$ cat src/common/cmg_pkg.sv
package cmg_pkg;
  // Clocks and time base
  localparam int CLK_HZ = 25_000_000;
  localparam int TB_HZ = 10_000_000;
  localparam int TB_ACC_W = 15;
  localparam logic [15:0] TB_ACC_INC = 16'(TB_HZ / 1000);
  localparam logic [15:0] TB_ACC_MOD = 16'(CLK_HZ / 1000);
  localparam int TB_TICKS_PER_US = TB_HZ / 1_000_000;
  localparam int TB_W = 20;
  localparam logic [TB_W-1:0] TB_ONE = 20'h1;
  // Times in their own units
  localparam int WINDOW_US = 1000;
  localparam int CYCLE_US_X10 = 520_833;
  localparam int START_US = 200;
  localparam int TRANSIENT_US = 50;
  localparam int RECYCLE_US = 54_200;
  localparam int SYNC_IN_NS = 400;
  localparam int STRETCH_NS = 1000;
  // Derived counts of 10 MHz ticks
  localparam logic [TB_W-1:0] WINDOW_TICKS = TB_W'(WINDOW_US * TB_TICKS_PER_US);
  localparam logic [TB_W-1:0] START_TICKS = TB_W'(START_US * TB_TICKS_PER_US);
  localparam logic [TB_W-1:0] RECYCLE_TICKS = TB_W'(RECYCLE_US * TB_TICKS_PER_US);
  localparam int STRETCH_W = 4;
  localparam logic [STRETCH_W-1:0] STRETCH_TICKS =
    STRETCH_W'((STRETCH_NS * TB_TICKS_PER_US + 999) / 1000);
  // Bit clocks, quarter-period ticks from a phase accumulator
  localparam int NRATE = 2;
  localparam int RATE_200K = 0;
  localparam int RATE_500K = 1;
  localparam int BIT_HZ [NRATE] = '{200_000, 500_000};
  localparam int NCO_W = 14;
  localparam logic [NCO_W:0] NCO_MOD = 15'(TB_HZ / 1000);
  // Message layout
  localparam int NBYTES = 5;
  localparam int DREG_W = NBYTES * 9 - 1;
  localparam int START_LEN = 4;
  localparam int S_W = START_LEN + 1;
  localparam logic [START_LEN-1:0] START_PATTERN_DEF = 4'hb;
  localparam logic PARITY_ODD_DEF = 1'b1;
  // Pin bit positions in the synchroniser
  localparam int PIN_SYNC = 3;
  localparam int PIN_RECUR = 2;
  localparam int PIN_SINGLE = 1;
  localparam int PIN_RATE = 0;
  // Registers
  localparam int ADDR_W = 4;
  localparam logic [ADDR_W-1:0] REG_CTRL = 4'h0;
  localparam logic [ADDR_W-1:0] REG_STATUS = 4'h4;
  localparam logic [ADDR_W-1:0] REG_COUNT = 4'h8;
  localparam int CTRL_ENABLE = 0;
  localparam int CTRL_STANDALONE = 1;
  localparam logic [1:0] CTRL_RESET = 2'h1;
  localparam int ST_WINDOW = 0;
  localparam int ST_RUN = 1;
  localparam int ST_LATCH = 2;
  localparam int ST_FLAG = 3;
  localparam int ST_SLOW = 4;
  localparam int ST_RECUR = 5;

  typedef struct packed {
    logic [4:0] cluster_addr;
    logic [2:0] unit_addr;
    logic [7:0] mux_addr;
    logic [23:0] argument;
  } cmg_switch_t;

  typedef struct packed {
    logic [ADDR_W-1:0] addr;
    logic [31:0] wdata;
    logic wr;
    logic rd;
  } cmg_bus_req_t;

  typedef struct packed {
    logic nrz;
    logic biphase_level_code;
    logic window;
    logic fast_unload_clock;
    logic slow_unload_clock;
    logic clk_200k;
    logic clk_500k;
  } cmg_out_t;

  typedef enum logic [1:0] {
    CMG_UL_IDLE = 2'h0,
    CMG_UL_ARMED = 2'h1,
    CMG_UL_RUN = 2'h3
  } cmg_ul_t;
endpackage

$ cat src/hdl/cmg_top.sv
module cmg_top #(
  parameter logic [cmg_pkg::TB_W-1:0] WINDOW_TICKS = cmg_pkg::WINDOW_TICKS,
  parameter logic [cmg_pkg::TB_W-1:0] RECYCLE_TICKS = cmg_pkg::RECYCLE_TICKS,
  parameter logic [cmg_pkg::START_LEN-1:0] START_PATTERN = cmg_pkg::START_PATTERN_DEF,
  parameter logic PARITY_ODD = cmg_pkg::PARITY_ODD_DEF
) (
  input wire logic clk_sys,
  input wire logic nrst,
  input wire logic cycle_sync_pulse,
  input wire logic recurrent_switch,
  input wire logic single_switch,
  input wire logic slow_rate_n,
  input wire cmg_pkg::cmg_switch_t switch_n,
  input wire cmg_pkg::cmg_bus_req_t bus_req,
  output logic [31:0] bus_rdata,
  output cmg_pkg::cmg_out_t tx
);

  // Synchronisers
  logic [3:0] pin_s1;
  logic [3:0] pin_s2;
  logic [3:0] next_pin_s1;
  logic [3:0] next_pin_s2;
  cmg_pkg::cmg_switch_t sw_s1;
  cmg_pkg::cmg_switch_t sw_s2;
  cmg_pkg::cmg_switch_t next_sw_s1;
  cmg_pkg::cmg_switch_t next_sw_s2;
  // Third flop of each edge-detected pin
  logic sync_q;
  logic single_q;
  logic next_sync_q;
  logic next_single_q;
  logic sync_s;
  logic recur_s;
  logic single_s;
  logic rate_s;

  // Pins and switches pass two flops before any logic reads them
  always_comb begin
    next_pin_s1 = {cycle_sync_pulse, recurrent_switch, single_switch, slow_rate_n};
    next_pin_s2 = pin_s1;
    next_sw_s1 = switch_n;
    next_sw_s2 = sw_s1;
    next_sync_q = pin_s2[cmg_pkg::PIN_SYNC];
    next_single_q = pin_s2[cmg_pkg::PIN_SINGLE];
  end

  always_ff @(posedge clk_sys) begin
    if (!nrst) begin
      // Idle pins: no sync, no request, clock-select open
      pin_s1 <= 4'h1;
      pin_s2 <= 4'h1;
      sw_s1 <= '1;
      sw_s2 <= '1;
      sync_q <= 1'b0;
      single_q <= 1'b0;
    end else begin
      pin_s1 <= next_pin_s1;
      pin_s2 <= next_pin_s2;
      sw_s1 <= next_sw_s1;
      sw_s2 <= next_sw_s2;
      sync_q <= next_sync_q;
      single_q <= next_single_q;
    end
  end

  assign sync_s = pin_s2[cmg_pkg::PIN_SYNC];
  assign recur_s = pin_s2[cmg_pkg::PIN_RECUR];
  assign single_s = pin_s2[cmg_pkg::PIN_SINGLE];
  assign rate_s = pin_s2[cmg_pkg::PIN_RATE];

  // Control register
  logic [1:0] ctrl;
  logic [1:0] next_ctrl;
  logic [31:0] next_rdata;

  // Time base
  logic [cmg_pkg::TB_ACC_W-1:0] tb_acc;
  logic [cmg_pkg::TB_ACC_W-1:0] next_tb_acc;
  logic [15:0] tb_sum;
  logic [15:0] tb_wrap;
  logic tick10;
  logic [cmg_pkg::TB_W-1:0] tb_count;
  logic [cmg_pkg::TB_W-1:0] next_tb_count;
  logic [cmg_pkg::STRETCH_W-1:0] stretch_cnt;
  logic [cmg_pkg::STRETCH_W-1:0] next_stretch_cnt;
  logic stretch_on;
  logic stretch_start;
  logic window;
  logic window_q;
  logic next_window_q;
  logic window_rise;

  always_comb begin
    // Two 10 MHz ticks in every five clocks
    tb_sum = {1'b0, tb_acc} + cmg_pkg::TB_ACC_INC;
    tb_wrap = tb_sum - cmg_pkg::TB_ACC_MOD;
    tick10 = (tb_sum >= cmg_pkg::TB_ACC_MOD);
    next_tb_acc = tick10 ? tb_wrap[cmg_pkg::TB_ACC_W-1:0] : tb_sum[cmg_pkg::TB_ACC_W-1:0];
    stretch_on = (stretch_cnt != '0);
    stretch_start = (sync_s & ~sync_q) |
      (ctrl[cmg_pkg::CTRL_STANDALONE] & tick10 & (tb_count + cmg_pkg::TB_ONE == RECYCLE_TICKS));
    next_stretch_cnt = stretch_cnt;
    if (stretch_start) begin
      next_stretch_cnt = cmg_pkg::STRETCH_TICKS;
    end else if (tick10 && stretch_on) begin
      next_stretch_cnt = stretch_cnt - 4'h1;
    end
    // Count holds at zero through the stretch and saturates without sync unless standalone recycles it at RECYCLE_TICKS
    next_tb_count = tb_count;
    if (stretch_start || stretch_on) begin
      next_tb_count = '0;
    end else if (tick10 && (tb_count != '1)) begin
      next_tb_count = tb_count + cmg_pkg::TB_ONE;
    end
    // Window drops during the stretch so no unload overlaps a load
    window = ~stretch_on & ~stretch_start & (tb_count < WINDOW_TICKS);
    next_window_q = window;
    window_rise = window & ~window_q;
  end

  always_ff @(posedge clk_sys) begin
    if (!nrst) begin
      tb_acc <= '0;
      tb_count <= '0;
      stretch_cnt <= '0;
      window_q <= 1'b0;
    end else begin
      tb_acc <= next_tb_acc;
      tb_count <= next_tb_count;
      stretch_cnt <= next_stretch_cnt;
      window_q <= next_window_q;
    end
  end

  // Bit clocks, one accumulator per rate
  logic [cmg_pkg::NCO_W-1:0] nco_acc [cmg_pkg::NRATE];
  logic [cmg_pkg::NCO_W-1:0] next_nco_acc [cmg_pkg::NRATE];
  logic [1:0] qcnt [cmg_pkg::NRATE];
  logic [1:0] next_qcnt [cmg_pkg::NRATE];
  logic [cmg_pkg::NRATE-1:0] qtick;
  logic sel_tick;

  // Bit clock is bit 1 of a quarter-period count
  for (genvar g = 0; g < cmg_pkg::NRATE; g++) begin : g_rate
    localparam logic [cmg_pkg::NCO_W:0] INC = 15'(4 * cmg_pkg::BIT_HZ[g] / 1000);
    logic [cmg_pkg::NCO_W:0] sum;
    logic [cmg_pkg::NCO_W:0] wrap;

    always_comb begin
      sum = {1'b0, nco_acc[g]} + INC;
      wrap = sum - cmg_pkg::NCO_MOD;
      qtick[g] = tick10 & (sum >= cmg_pkg::NCO_MOD);
      next_nco_acc[g] = nco_acc[g];
      if (qtick[g]) begin
        next_nco_acc[g] = wrap[cmg_pkg::NCO_W-1:0];
      end else if (tick10) begin
        next_nco_acc[g] = sum[cmg_pkg::NCO_W-1:0];
      end
      next_qcnt[g] = qtick[g] ? qcnt[g] + 2'h1 : qcnt[g];
    end

    always_ff @(posedge clk_sys) begin
      if (!nrst) begin
        nco_acc[g] <= '0;
        qcnt[g] <= 2'h0;
      end else begin
        nco_acc[g] <= next_nco_acc[g];
        qcnt[g] <= next_qcnt[g];
      end
    end
  end

  // Grounded select picks the data set rate, open picks the buffer rate
  assign sel_tick = rate_s ? qtick[cmg_pkg::RATE_500K] : qtick[cmg_pkg::RATE_200K];

  // Load word: five low-true bytes with low-true parity between them
  logic [cmg_pkg::NBYTES*8-1:0] flat_n;
  logic [cmg_pkg::DREG_W-1:0] load_word;

  assign flat_n = {sw_s2.cluster_addr, sw_s2.unit_addr, sw_s2.mux_addr, sw_s2.argument};

  for (genvar b = 0; b < cmg_pkg::NBYTES; b++) begin : g_byte
    localparam int HI = cmg_pkg::DREG_W - 1 - 9 * b;
    assign load_word[HI -: 8] = flat_n[cmg_pkg::NBYTES*8-1-8*b -: 8];
    // Parity is stored low-true like the data, so the inverted output is right
    if (b < cmg_pkg::NBYTES - 1) begin : g_par
      assign load_word[HI-8] = ~((^(~flat_n[cmg_pkg::NBYTES*8-1-8*b -: 8])) ^ PARITY_ODD);
    end
  end

  // Unload sequencing
  cmg_pkg::cmg_ul_t ul_state;
  cmg_pkg::cmg_ul_t next_ul_state;
  logic [cmg_pkg::DREG_W-1:0] dreg;
  logic [cmg_pkg::DREG_W-1:0] next_dreg;
  logic [cmg_pkg::S_W-1:0] sreg;
  logic [cmg_pkg::S_W-1:0] next_sreg;
  logic fast;
  logic slow;
  logic next_fast;
  logic next_slow;
  logic single_latch;
  logic single_flag;
  logic next_single_latch;
  logic next_single_flag;
  logic nrz;
  logic next_nrz;
  logic bp;
  logic next_bp;

  always_comb begin
    next_ul_state = ul_state;
    next_dreg = dreg;
    next_sreg = sreg;
    next_fast = fast;
    next_slow = slow;
    next_single_latch = single_latch;
    next_single_flag = single_flag;
    // Single request: latch on press, flag at window rise, cleared next cycle
    if (stretch_start) begin
      next_single_flag = 1'b0;
      if (single_flag) begin
        next_single_latch = 1'b0;
      end
    end
    if (window_rise && single_latch) begin
      next_single_flag = 1'b1;
    end
    // A press in the same cycle as the clear wins
    if (single_s && !single_q) begin
      next_single_latch = 1'b1;
    end
    // Load and clock initialisation during the stretch
    if (stretch_start || stretch_on) begin
      next_dreg = load_word;
      next_sreg = {1'b0, START_PATTERN};
      next_fast = 1'b0;
      next_slow = 1'b1;
      next_ul_state = cmg_pkg::CMG_UL_IDLE;
    end else begin
      case (ul_state)
        cmg_pkg::CMG_UL_IDLE: begin
          if (ctrl[cmg_pkg::CTRL_ENABLE] && window && tick10 &&
              (tb_count == cmg_pkg::START_TICKS) && (recur_s || single_flag)) begin
            next_ul_state = cmg_pkg::CMG_UL_ARMED;
          end
        end
        cmg_pkg::CMG_UL_ARMED, cmg_pkg::CMG_UL_RUN: begin
          // Closing window returns both unload clocks to their idle levels
          if (!window) begin
            next_ul_state = cmg_pkg::CMG_UL_IDLE;
            next_fast = 1'b0;
            next_slow = 1'b1;
          end else if (sel_tick) begin
            next_ul_state = cmg_pkg::CMG_UL_RUN;
            next_fast = ~fast;
            // Start stage shifts on fast rise, data stage on every other fall
            if (!fast) begin
              next_sreg = {sreg[cmg_pkg::S_W-2:0], ~dreg[cmg_pkg::DREG_W-1]};
            end else begin
              next_slow = ~slow;
              if (!slow) begin
                next_dreg = {dreg[cmg_pkg::DREG_W-2:0], 1'b1};
              end
            end
          end
        end
        default: begin
          next_ul_state = cmg_pkg::CMG_UL_IDLE;
        end
      endcase
    end
    // NRZ is registered one clock behind the shift stage, biphase one clock behind NRZ
    next_nrz = window & (ul_state == cmg_pkg::CMG_UL_RUN) & sreg[cmg_pkg::S_W-1];
    next_bp = window_q & (nrz ^ qcnt[cmg_pkg::RATE_500K][1]);
  end

  always_ff @(posedge clk_sys) begin
    if (!nrst) begin
      ul_state <= cmg_pkg::CMG_UL_IDLE;
      dreg <= '1;
      sreg <= '0;
      fast <= 1'b0;
      slow <= 1'b1;
      single_latch <= 1'b0;
      single_flag <= 1'b0;
      nrz <= 1'b0;
      bp <= 1'b0;
    end else begin
      ul_state <= next_ul_state;
      dreg <= next_dreg;
      sreg <= next_sreg;
      fast <= next_fast;
      slow <= next_slow;
      single_latch <= next_single_latch;
      single_flag <= next_single_flag;
      nrz <= next_nrz;
      bp <= next_bp;
    end
  end

  // Register port
  always_comb begin
    next_ctrl = ctrl;
    // Writes to read-only or unmapped addresses are ignored
    if (bus_req.wr && (bus_req.addr == cmg_pkg::REG_CTRL)) begin
      next_ctrl = bus_req.wdata[1:0];
    end
    // Read data stand for one cycle, zero otherwise
    next_rdata = 32'h0;
    if (bus_req.rd) begin
      if (bus_req.addr == cmg_pkg::REG_CTRL) begin
        next_rdata[1:0] = ctrl;
      end else if (bus_req.addr == cmg_pkg::REG_STATUS) begin
        next_rdata[cmg_pkg::ST_WINDOW] = window_q;
        next_rdata[cmg_pkg::ST_RUN] = (ul_state == cmg_pkg::CMG_UL_RUN);
        next_rdata[cmg_pkg::ST_LATCH] = single_latch;
        next_rdata[cmg_pkg::ST_FLAG] = single_flag;
        next_rdata[cmg_pkg::ST_SLOW] = ~rate_s;
        next_rdata[cmg_pkg::ST_RECUR] = recur_s;
      end else if (bus_req.addr == cmg_pkg::REG_COUNT) begin
        next_rdata[cmg_pkg::TB_W-1:0] = tb_count;
      end
    end
  end

  always_ff @(posedge clk_sys) begin
    if (!nrst) begin
      ctrl <= cmg_pkg::CTRL_RESET;
      bus_rdata <= 32'h0;
    end else begin
      ctrl <= next_ctrl;
      bus_rdata <= next_rdata;
    end
  end

  // Every link output comes straight from a flop
  assign tx.nrz = nrz;
  assign tx.biphase_level_code = bp;
  assign tx.window = window_q;
  assign tx.fast_unload_clock = fast;
  assign tx.slow_unload_clock = slow;
  assign tx.clk_200k = qcnt[cmg_pkg::RATE_200K][1];
  assign tx.clk_500k = qcnt[cmg_pkg::RATE_500K][1];

endmodule

$ cat config.mk
export PLATFORM = sky130hd
export DESIGN_NAME = cmg_top
export DESIGN_NICKNAME = d
export VERILOG_FILES = /design/src/common/cmg_pkg.sv /design/src/hdl/cmg_top.sv
export SDC_FILE = /design/constraint.sdc
export NUM_CORES = 1
export LEC_CHECK = 0
export BUFFER_PORTS_ARGS = -buffer_cell sky130_fd_sc_hd__buf_2
export CORE_MARGIN = 2
export CORE_UTILIZATION = 40
export CTS_BUF_LIST = sky130_fd_sc_hd__clkbuf_4 sky130_fd_sc_hd__clkbuf_8 sky130_fd_sc_hd__clkbuf_16
export DETAILED_ROUTE_END_ITERATION = 16
export HOLD_SLACK_MARGIN = 0.06
export SLEW_MARGIN = 0
export SYNTH_ARGS = -nofsm -noshare
export SYNTH_HDL_FRONTEND = slang
export SYNTH_SLANG_ARGS = --single-unit
$ cat constraint.sdc
create_clock -name clk_sys -period 3.5 [get_ports clk_sys]
set_input_delay 0 -clock clk_sys [delete_from_list [all_inputs] [get_ports clk_sys]]
set_output_delay 0 -clock clk_sys [all_outputs]
set_load 0.1 [all_outputs]
-- After elaboration in Yosys (flattened, before gate mapping)
Memory sizes are Yosys's and may differ from the RTL's.
Cells that the tools add are included.
- register bits: 221
- memories kept: 2
- logic and storage cells: 177
- RAM bits: 32
- input bits: 84
- memory list (name ; depth ; width ; rd ports ; clocked after memory_dff ; write ports ; line ; RTL):
    nco_acc ; 2 ; 14 ; 2 ; 0 ; 2 ; cmg_top.sv:137 ; logic [cmg_pkg::NCO_W-1:0] nco_acc [cmg_pkg::NRATE];
    qcnt ; 2 ; 2 ; 2 ; 0 ; 2 ; cmg_top.sv:139 ; logic [1:0] qcnt [cmg_pkg::NRATE];
- bitwise gates (word level): 32
- reductions and logical operators: 40
- order comparisons: 4
- multiplexer cells: 44
- add/subtract/negate cells: 10
- equal/unequal tests: 13
- operators with widths (kind ; count):
    44-bit 2-to-1 mux ; 6
    14-bit 2-to-1 mux ; 6
    8-bit NOT ; 4
    8-bit XOR reduction ; 4
    15-bit by 14-bit >= comparator with 1-bit output, second input constant ; 2
    4-bit 2-to-1 mux ; 7
    14-bit subtractor, second input constant ; 2
    20-bit by 1-bit adder with 20-bit output, second input constant ; 1
    20-bit by 11-bit equality test with 1-bit output, second input constant ; 1
    20-bit equality test, second input constant ; 1
    20-bit by 14-bit less-than comparator with 1-bit output, second input constant ; 1
    20-bit 2-to-1 mux ; 1
    20-bit inequality test, second input constant ; 1
    15-bit by 14-bit adder with 16-bit output, second input constant ; 1
    16-bit by 15-bit >= comparator with 1-bit output, second input constant ; 1
    2-bit 2-to-1 mux ; 8
    2-bit nonzero test ; 8
    14-bit by 10-bit adder with 15-bit output, second input constant ; 1
    14-bit by 11-bit adder with 15-bit output, second input constant ; 1
    15-bit 2-to-1 mux ; 1
    15-bit subtractor, second input constant ; 1
    1-bit 2-to-1 mux ; 13
    1-bit AND ; 11
    1-bit NOT ; 11
    other kinds (26) ; 49

-- Longest topological paths before layout
Gate-level depths: netlist of run 1.
- word-level depth: 14
- gate-level depth with buffers: 13
- gate-level depth less buffers: 11

-- Worst setup path after synthesis of run 1
Ideal clock, no wire load.
- kind: register to register
- start point: memory nco_acc[0][5] (netlist name)
- end point: register dreg[14] (netlist name)
- arrival: 2.813 ns
- required time: 3.370 ns
- path slack: 0.557 ns
- library setup time: 0.130 ns
- clock period less this slack: 2.943 ns
- buffers on the path: 3
- cell stages (with the launch flop): 13
- cell sequence: dfxtp_1 -> ha_1 -> buf_2 -> a211o_1 -> xnor2_1 -> a31oi_1 -> o311a_1 -> a21oi_1 -> nor3_2 -> nor3b_2 -> buf_4 -> buf_2 -> a211oi_2
- RTL lines (what ; line ; RTL):
    from (decl) ; cmg_top.sv:137 ;
    to (signal assigned) ; cmg_top.sv:292 ; dreg <= next_dreg;
    to (decl) ; cmg_top.sv:195 ; logic [cmg_pkg::DREG_W-1:0] dreg;

==> impl_summary.md, run 1 <==
Clocking
TritonCTS created 25 clock buffers. TritonCTS built the clock tree. The clock transition at the register clock pins on the worst setup and hold paths after CTS is 0.06 ns. In this run the clock root is driven by a clkbuf_16. The largest buffer count on any clock path is 3. For the worst-skew pair, the clock arrives at the later sink with an insertion delay of 0.53 ns. Counting every sink on the clock net gives 230. The maximum level of the CTS H-tree is 1.

Yosys
Synthesis produced a netlist whose cell count is 1172. The cell area that synthesis handed to floorplanning was 0.0106 sq mm. The proportion of netlist area held by the largest area contributor is 43.3%. The arithmetic-cell share of the synthesized area counting full adders, half adders and majority gates is 1.88%. Yosys mapped a number of flops with a built-in enable equal to 0. The xor and xnor area share after synthesis is 7.25%.

dfxtp_1 takes more of the synthesized area than any other cell. After Yosys synthesis, and, or, nand and nor cells account for 25.9% of the synthesized area. The average cell area after synthesis is 9.07 sq um.

The proportion of synthesized area in mux cells is 1.80%. The predominant post-synthesis flop cell is dfxtp_1. In this run, synthesis produced a sequential element count of 230. The compound-cell area share of the yosys netlist is 13.9%. The number of warnings printed during yosys synthesis is 0. After synthesis, flip-flops and latches occupy 43.3% of the total area. For this run, asynchronously set or reset flops after synthesis account for 0%. The number of different library cells used by synthesis comes to 79. By area the synthesized netlist is led by dfxtp_1 (43%), nand2b_1 (5.5%), nor2_1 (5.2%), xnor2_1 (4.9%), a211oi_2 (4.6%). By area, the combinational part of the netlist is dominated by simple AND/OR/NAND/NOR gates.

Timing
The worst clock skew on the final layout is 0.0105 ns. The setup TNS is 0 ns. Based on the critical path, the design can be clocked at up to 308 MHz.

The worst slew margin relative to its limit is 51.7%. For the finished layout, the period the worst path requires is 3.25 ns. The number of max-slew violations in the final report is 0. Setup repair after global routing left no endpoint under its margin.

The number of failing hold endpoints at the final stage is 0. At the pin with the least slew margin, the transition time is 0.722 ns. The final worst-path setup slack is 0.248 ns. The final critical-path share of the clock period is 92.9%. The setup violation total in the final timing report is 0.

Floorplan
The die is 167 um wide. After floorplanning, the core was divided into 59 placement rows. For this configuration, the core starts out at a cell density of 40.8%. In this run the vertical extent of the chip is 167 um. In this run the count of I/O pins placed on the die edge is 123. The area of the die is 0.0279 sq mm.

The placeable core region is 0.0261 sq mm.

Placed design
At the placement stage, the worst setup path has a slack of 0.263 ns. The count of placed standard cells including taps is 1530. Routability-driven placement finished with a final weighted congestion of 0.811. Port buffering added 80 buffers. Detailed placement finished with a half-perimeter wire length of 13200 um.

GRT
The first global-routing pass estimated 36000 um of wire. The via count of the first global-routing pass came to 7470. The number of antenna violations at the first check in global routing is 0. The total overflow left after global routing is 0. The global-route usage over all layers is 14.9%. Entering global routing, the biggest net connects 66 pins.

Routing
The average wire per cell in the routed design is 12.7 um. Using the TritonRoute via totals, the vias-per-cell ratio works out to 4.92. In this run, the number of DRC markers left after iteration 0 of detailed routing was 542.

For this block, the routed nets add up to 21000 um of wire. The total DRC errors in the routed layout is 0. The detailed-routing iteration count for the pre-antenna-repair pass is 5. The final antenna-violating net count is 0. The routed layout has 8125 vias.

Finish
At the end of the flow the core is filled with cells to 49.5%. The share of cells above drive strength 1 is 16.3%. The non-filler instance count after layout is 1650. The final antenna diode count is 0. The net count of the finished layout is 1397. From synthesis to final layout, the design area changed by 21.3%.

Pwr
The fraction of power spent switching nets is 33.8%. The combinational share of power is 32.0%. The total net switching power is 2.97 mW. The analysis attributes to cell leakage a power of 4.95 nW. VDD sags by at most 0.568 mV. The clock power share is 31.5%. In this run, flip-flops and latches consume 36.5% of the power. The internal power is 5.83 mW. The areal power density over the cells is 683 mW/mm^2.

The total power consumption of the routed design is 8.81 mW.

Critical path
For this run, the slowest stage of the critical path takes 0.51 ns. The number of buffer and inverter instances along the worst setup path is 3. The maximum fanout count along the critical path is 31. The signal on the critical path passes through inv_1 > ha_1 > nor4bb_1 > a32oi_2 > a221oi_1 > o211ai_1 > nand2_1 > a21oi_2 > nor3b_4 > buf_12 > clkbuf_16 > o32ai_1 > a21oi_1. STA classifies the critical path startpoint as a flip-flop. The top cell family by delay on the critical path is compound AO/OA/AOI/OAI gates.

At the worst endpoint, the required time is 3.90 ns. STA classifies the critical path endpoint as a flip-flop. At the worst endpoint, the arrival time is 3.65 ns. The critical path start-end classification is flip-flop to flip-flop. The cell at the slowest stage of the critical path is dfxtp_1.

Status
The run finished with clean final reports.

Run
The number of violations of the max-capacitance limit is 0.

Hold path
The class of the worst hold path is input pin to flip-flop.
## registers in the layout, indices dropped and copies added (netlist names), 4 cells and up
| register | flops |
|---|---|
| tb_count | 20 |
| bus_rdata | 20 |
| next_sw_s2 | 40 |
| next_pin_s2 | 4 |
| pin_s2 | 4 |
| flat_n | 40 |
| nco_acc | 20 |
| sreg | 5 |
| qcnt | 4 |
| dreg | 44 |
| stretch_cnt | 4 |
| tb_acc | 12 |
## final timing paths
check                                           startpoint                        end  slack, ns  cells after the start
worst max-delay path            nco_acc[1][4]$_SDFFE_PN0P_      dreg[17]$_SDFFE_PN1P_       0.25                     13
worst min-delay path                          switch_n[17]  next_sw_s2[17]$_SDFF_PN1_       0.18                      3
worst max register to register  nco_acc[1][4]$_SDFFE_PN0P_      dreg[17]$_SDFFE_PN1P_       0.25                     13
worst min register to register   next_sw_s2[37]$_SDFF_PN1_      flat_n[37]$_SDFF_PN1_       0.40                      1
## placed cells by master, fill, tap and decap left out, drive strengths merged, types with 30 or more instances in the layout
cell,count
buf,107
nand2,69
clkbuf,35
xnor2,59
nor3,58
a211oi,43
a21oi,30
dlygate4sd3,71
and2,47
dfxtp,230
nor2,148
nand2b,94
## cell type report
| type | instances | area, sq um |
|---|---|---|
| inverter | 26 | 97.6 |
| tap | 335 | 419 |
| timing repair buffer | 179 | 1420 |
| sequential | 230 | 4610 |
| clock inverter | 11 | 170 |
| multi-input combinational | 835 | 5460 |
| clock buffer | 34 | 718 |
| fill | 2432 | 13200 |
## cells in the mapped netlist, types with 26 or more instances
cell type / number
a21oi_1: 28
nand2b_1: 94
clkbuf_1: 31
nand2_1: 68
nor3_1: 56
and2_1: 47
xor2_1: 29
xnor2_1: 59
dfxtp_1: 230
buf_4: 27
inv_1: 26
a211oi_2: 39
nor2_1: 148
## worst reg2reg max path, cell delays in order, from the launching register on
cell and delay, ns:
dfxtp_1 0.51, inv_1 0.12, ha_1 0.35, nor4bb_1 0.34, a32oi_2 0.15, a221oi_1 0.35, o211ai_1 0.16, nand2_1 0.18
a21oi_2 0.09, nor3b_4 0.17, buf_12 0.15, clkbuf_16 0.19, o32ai_1 0.30, a21oi_1 0.07
## per-stage QoR
step | hold slack, ns | area [sq um]
detailed placement | 0.183 | 11200
floorplan | 0.101 | 10700
finish | 0.181 | 12900
global placement | 0.180 | 11200
global route | 0.175 | 12900
CTS | 0.152 | 12800
## cell families (layout without fill, tap and decap cells)
kind of cell / after synthesis / in the layout
other: 1 / 12
flip-flops: 230 / 230
AO/OA/AOI/OAI: 172 / 172
adder cells (fa/ha/maj): 16 / 16
multiplexers: 19 / 19
XOR/XNOR: 88 / 88
AND/OR/NAND/NOR: 528 / 528
buffers and inverters: 118 / 250
## power groups by stage
| stage | Sequential (mW) | Combinational, mW | Clock (mW) |
|---|---|---|---|
| 2_1_floorplan | 3.14 | 2.30 | 0 |
| 3_3_place_gp | 3.26 | 2.69 | 0 |
| 3_5_place_dp | 3.26 | 2.72 | 0 |
| 4_1_cts | 3.21 | 2.79 | 2.87 |
| 5_1_grt | 3.26 | 3.17 | 2.97 |
| 6_report | 3.21 | 2.82 | 2.78 |
## layer usage
layer	share of wire (%)	routed length [um]	global-route usage [%]	vias to the layer above
met1	48	10000	20.1	3704
li1	-	-	-	4219
met5	0	0	0	-
met2	46	9560	24.7	172
met4	2.3	475	4.09	0
met3	4.3	907	2.59	30
## repair_timing
item / in CTS / in global routing
endpoints found under the hold margin: 63 / 0
setup buffers: 0 / 3
hold buffers: 71 / 0
endpoints found under the setup margin: 0 / 32
resized for setup: 0 / 5
Note: power is estimated with default switching activity, not from simulation.
==> run 2, diff against run 1 <==
==> constraint.sdc (replaced) <==
create_clock -name clk_sys -period 3.1 [get_ports clk_sys]
set_input_delay 0 -clock clk_sys [delete_from_list [all_inputs] [get_ports clk_sys]]
set_output_delay 0 -clock clk_sys [all_outputs]
set_load 0.1 [all_outputs]
==> impl_summary.md, run 2 (synthesized netlist as in run 1, its figures left out) <==
Critical path
The delay of the slowest cell on the worst path is 0.46 ns. The arrival time at the worst endpoint is 3.41 ns. The register-to-register setup slack is 0.16 ns.

The startpoint of the most critical setup path is tb_count[0]$_SDFFE_PP0P_. The critical path goes through ha_1 > buf_4 > nand4_1 > o21ai_0 > a21oi_1 > or3_1 > a2111oi_4 > a21oi_4 > nand2_4 > buf_16 > nor2_1 > a211oi_2. The number of cells on the worst reg-to-reg path is 12. STA puts the critical path data required time at 3.56 ns. The startpoint of the worst-slack reg-to-reg timing path is tb_count[0]$_SDFFE_PP0P_. The worst register-to-register path ends at dreg[11]$_SDFFE_PN1P_. The sort of element at the start of the critical path is a flip-flop.

The cell at the slowest stage of the critical path is a2111oi_4. By startpoint and endpoint, the worst setup path is classified as flip-flop to flip-flop. STA classifies the critical path endpoint as a flip-flop. The maximum fanout count along the critical path is 48.

Finish
The register with the most flip-flops in the layout has 44 of them. The area overhead of the layout relative to synthesis is 26.4%. The register with the highest flop count is dreg. The total non-filler cell area in the finished layout is 0.0134 sq mm. Leaving out fill and tap cells, the most frequent cell in the layout is dfxtp_1. In the layout the commonest cells are dfxtp_1 (228), nor2_1 (147), nand2b_1 (93), buf_2 (79), dlygate4sd3_1 (74). The final antenna diode count is 0.

Of the cells placed in the final design, the portion with a size suffix greater than 1 is 21.6%. The count of nets after finishing is 1441.

Run
Max-cap violations in this run came to 0.

Floorplan
The placement row count is 59. From left edge to right edge, the die measures 167 um. For this configuration, the core starts out at a cell density of 40.8%.

The placeable core region is 0.0261 sq mm. For this design the top-level I/O count stands at 123. The area of the die is 0.0279 sq mm.

The die height is 167 um.

Placed design
Routability-driven placement finished with a final weighted congestion of 0.838. The port buffer count is 80. Once detailed placement completed, the half-perimeter wirelength came to 14100 um.

The placed standard-cell area is 0.0115 sq mm.

Routing
In this run, the number of DRC markers left after iteration 0 of detailed routing was 423. The average wire per cell in the routed design is 12.9 um. The final layout contains routed wiring with a total length of 21800 um. The first detailed-routing pass ran for 5 iterations. Once detail routing completed, the nets flagged for antenna violations numbered 0. The routed via count is 8319. For this run, design rule violations remaining after detail routing come to 0. Using the TritonRoute via totals, the vias-per-cell ratio works out to 4.91.

Timing
The number of max-slew violations in the final report is 0. The worst clock skew on the final layout is 0.00876 ns. Setup repair after global routing could not meet its margin everywhere. The final critical-path share of the clock period is 95.0%. The worst slew margin relative to its limit is 50.1%. The number of failing hold endpoints at the final stage was 0. At the pin with the least slew margin, the transition time is 0.746 ns. The final critical-path required period is 2.94 ns. Static timing analysis puts the maximum clock frequency at 340 MHz. Setup violations remaining at the end of the flow were counted as 0. The worst hold-check slack is 0.108 ns.

Clocking
The maximum level of the CTS H-tree is 1. The largest buffer count on any clock path is 3. The clock transition at the register clock pins on the worst setup and hold paths after CTS is 0.06 ns. The total CTS buffers is 26. TritonCTS built the clock tree. The clock latency on the worst-skew pair is 0.54 ns. The clock root buffer master is clkbuf_16. The number of clock sinks is 230.

GRT
The first global-routing pass estimated 36900 um of wire. The via count of the first global-routing pass is 7820. The number of antenna violations at the first check in global routing is 0.

The largest net degree at the start of global routing is 56. Summed over all layers, the global routing overflow is 0. The global-route usage over all layers is 15.3%.

Hold path
In this run the worst hold path is classified as input pin to flip-flop. The worst hold path was traced through 5 stages. The endpoint of the worst hold path is bus_rdata[3]$_SDFF_PP0_. In this run the most critical hold path is launched from bus_req[35].

Pwr
IR analysis of the VDD net gives a maximum drop of 0.636 mV. For this design the ratio of total power to cell area is 772 mW/mm^2. Summed over all cells, the static leakage comes to 5.20 nW.

Status
The flow ran to the end, and the final reports show no timing, DRC or antenna violations.
run 2: changes by cell type in the layout (fill, tap and decap cells not counted), moves of 2 or more:
| cell | change |
|---|---|
| nor3b_1 | -2 |
| nor3_1 | -20 |
| clkbuf_4 | -2 |
| nor3_2 | +20 |
| dlygate4sd3_1 | +3 |
| xnor2_2 | +2 |
| xnor2_1 | -2 |
| buf_4 | +41 |
| clkbuf_8 | -3 |
| nor3b_2 | +2 |
| clkinv_4 | +4 |
run 2: what timing repair did:
action                                  in CTS  in global routing
gates resized for setup                      0                 46
buffers inserted                             0                  4
endpoints found under the setup margin       0                 69
hold buffers                                74                  0
endpoints found under the hold margin       77                  0
run 2: stage by stage:
stage | TNS, ns | power, mW | setup WS [ns] | util [%] | cells
2_1_floorplan | 0 | 6.14 | 0.157 | - | 1183
3_3_place_gp | 0 | 6.86 | 0.136 | 44.2 | 1570
3_5_place_dp | 0 | 6.90 | 0.0503 | 44.2 | 1570
4_1_cts | 0 | 10.2 | 0.0473 | 50.6 | 1692
5_1_grt | -0.252 | 11.0 | -0.0330 | 51.6 | 1696
6_report | 0 | 10.4 | 0.156 | 51.6 | 1696
run 2: final cells by class:
type                    instances  area [sq um]
fillers                      2385         12600
multi-input cells             835          5650
flip-flops and latches        230          4610
repair buffers                222          1740
clock buffers                  30           687
well taps                     335           419
clock inverters                18           236
inverters                      26          97.6
run 2: worst max path at each step:
stage	endpoint	slack (ns)	cells after the start
after floorplan	dreg[14]$_SDFFE_PN1P_	0.16	12
after global placement	dreg[30]$_SDFFE_PN1P_	0.14	13
after detailed placement	dreg[32]$_SDFFE_PN1P_	0.05	13
after CTS	dreg[32]$_SDFFE_PN1P_	0.05	13
after global routing	dreg[5]$_SDFFE_PN1P_	-0.03	11
final	dreg[11]$_SDFFE_PN1P_	0.16	12
run 2: worst max-delay path: cells and delay by family (launching register included):
kind,cells,cell delay [ns]
AO/OA/AOI/OAI,5,1.15
AND/OR/NAND/NOR,4,0.82
buffers and inverters,2,0.36
flip-flops,1,0.35
adder cells (fa/ha/maj),1,0.17
run 2: metal layers:
metal / track usage [%] / routed length, um / share of wire (%)
met4: 4.09 / 442 / 2.0
met3: 2.57 / 837 / 3.8
met1: 20.2 / 10300 / 47
met5: 0 / 0 / 0
met2: 26.1 / 10300 / 47
run 2: power by group:
group | internal (mW) | leakage, nW | switching [mW]
logic | 1.55 | 2.86 | 1.99
clock network | 1.95 | 0.458 | 1.28
registers | 3.30 | 1.89 | 0.309
total | 6.79 | 5.20 | 3.58
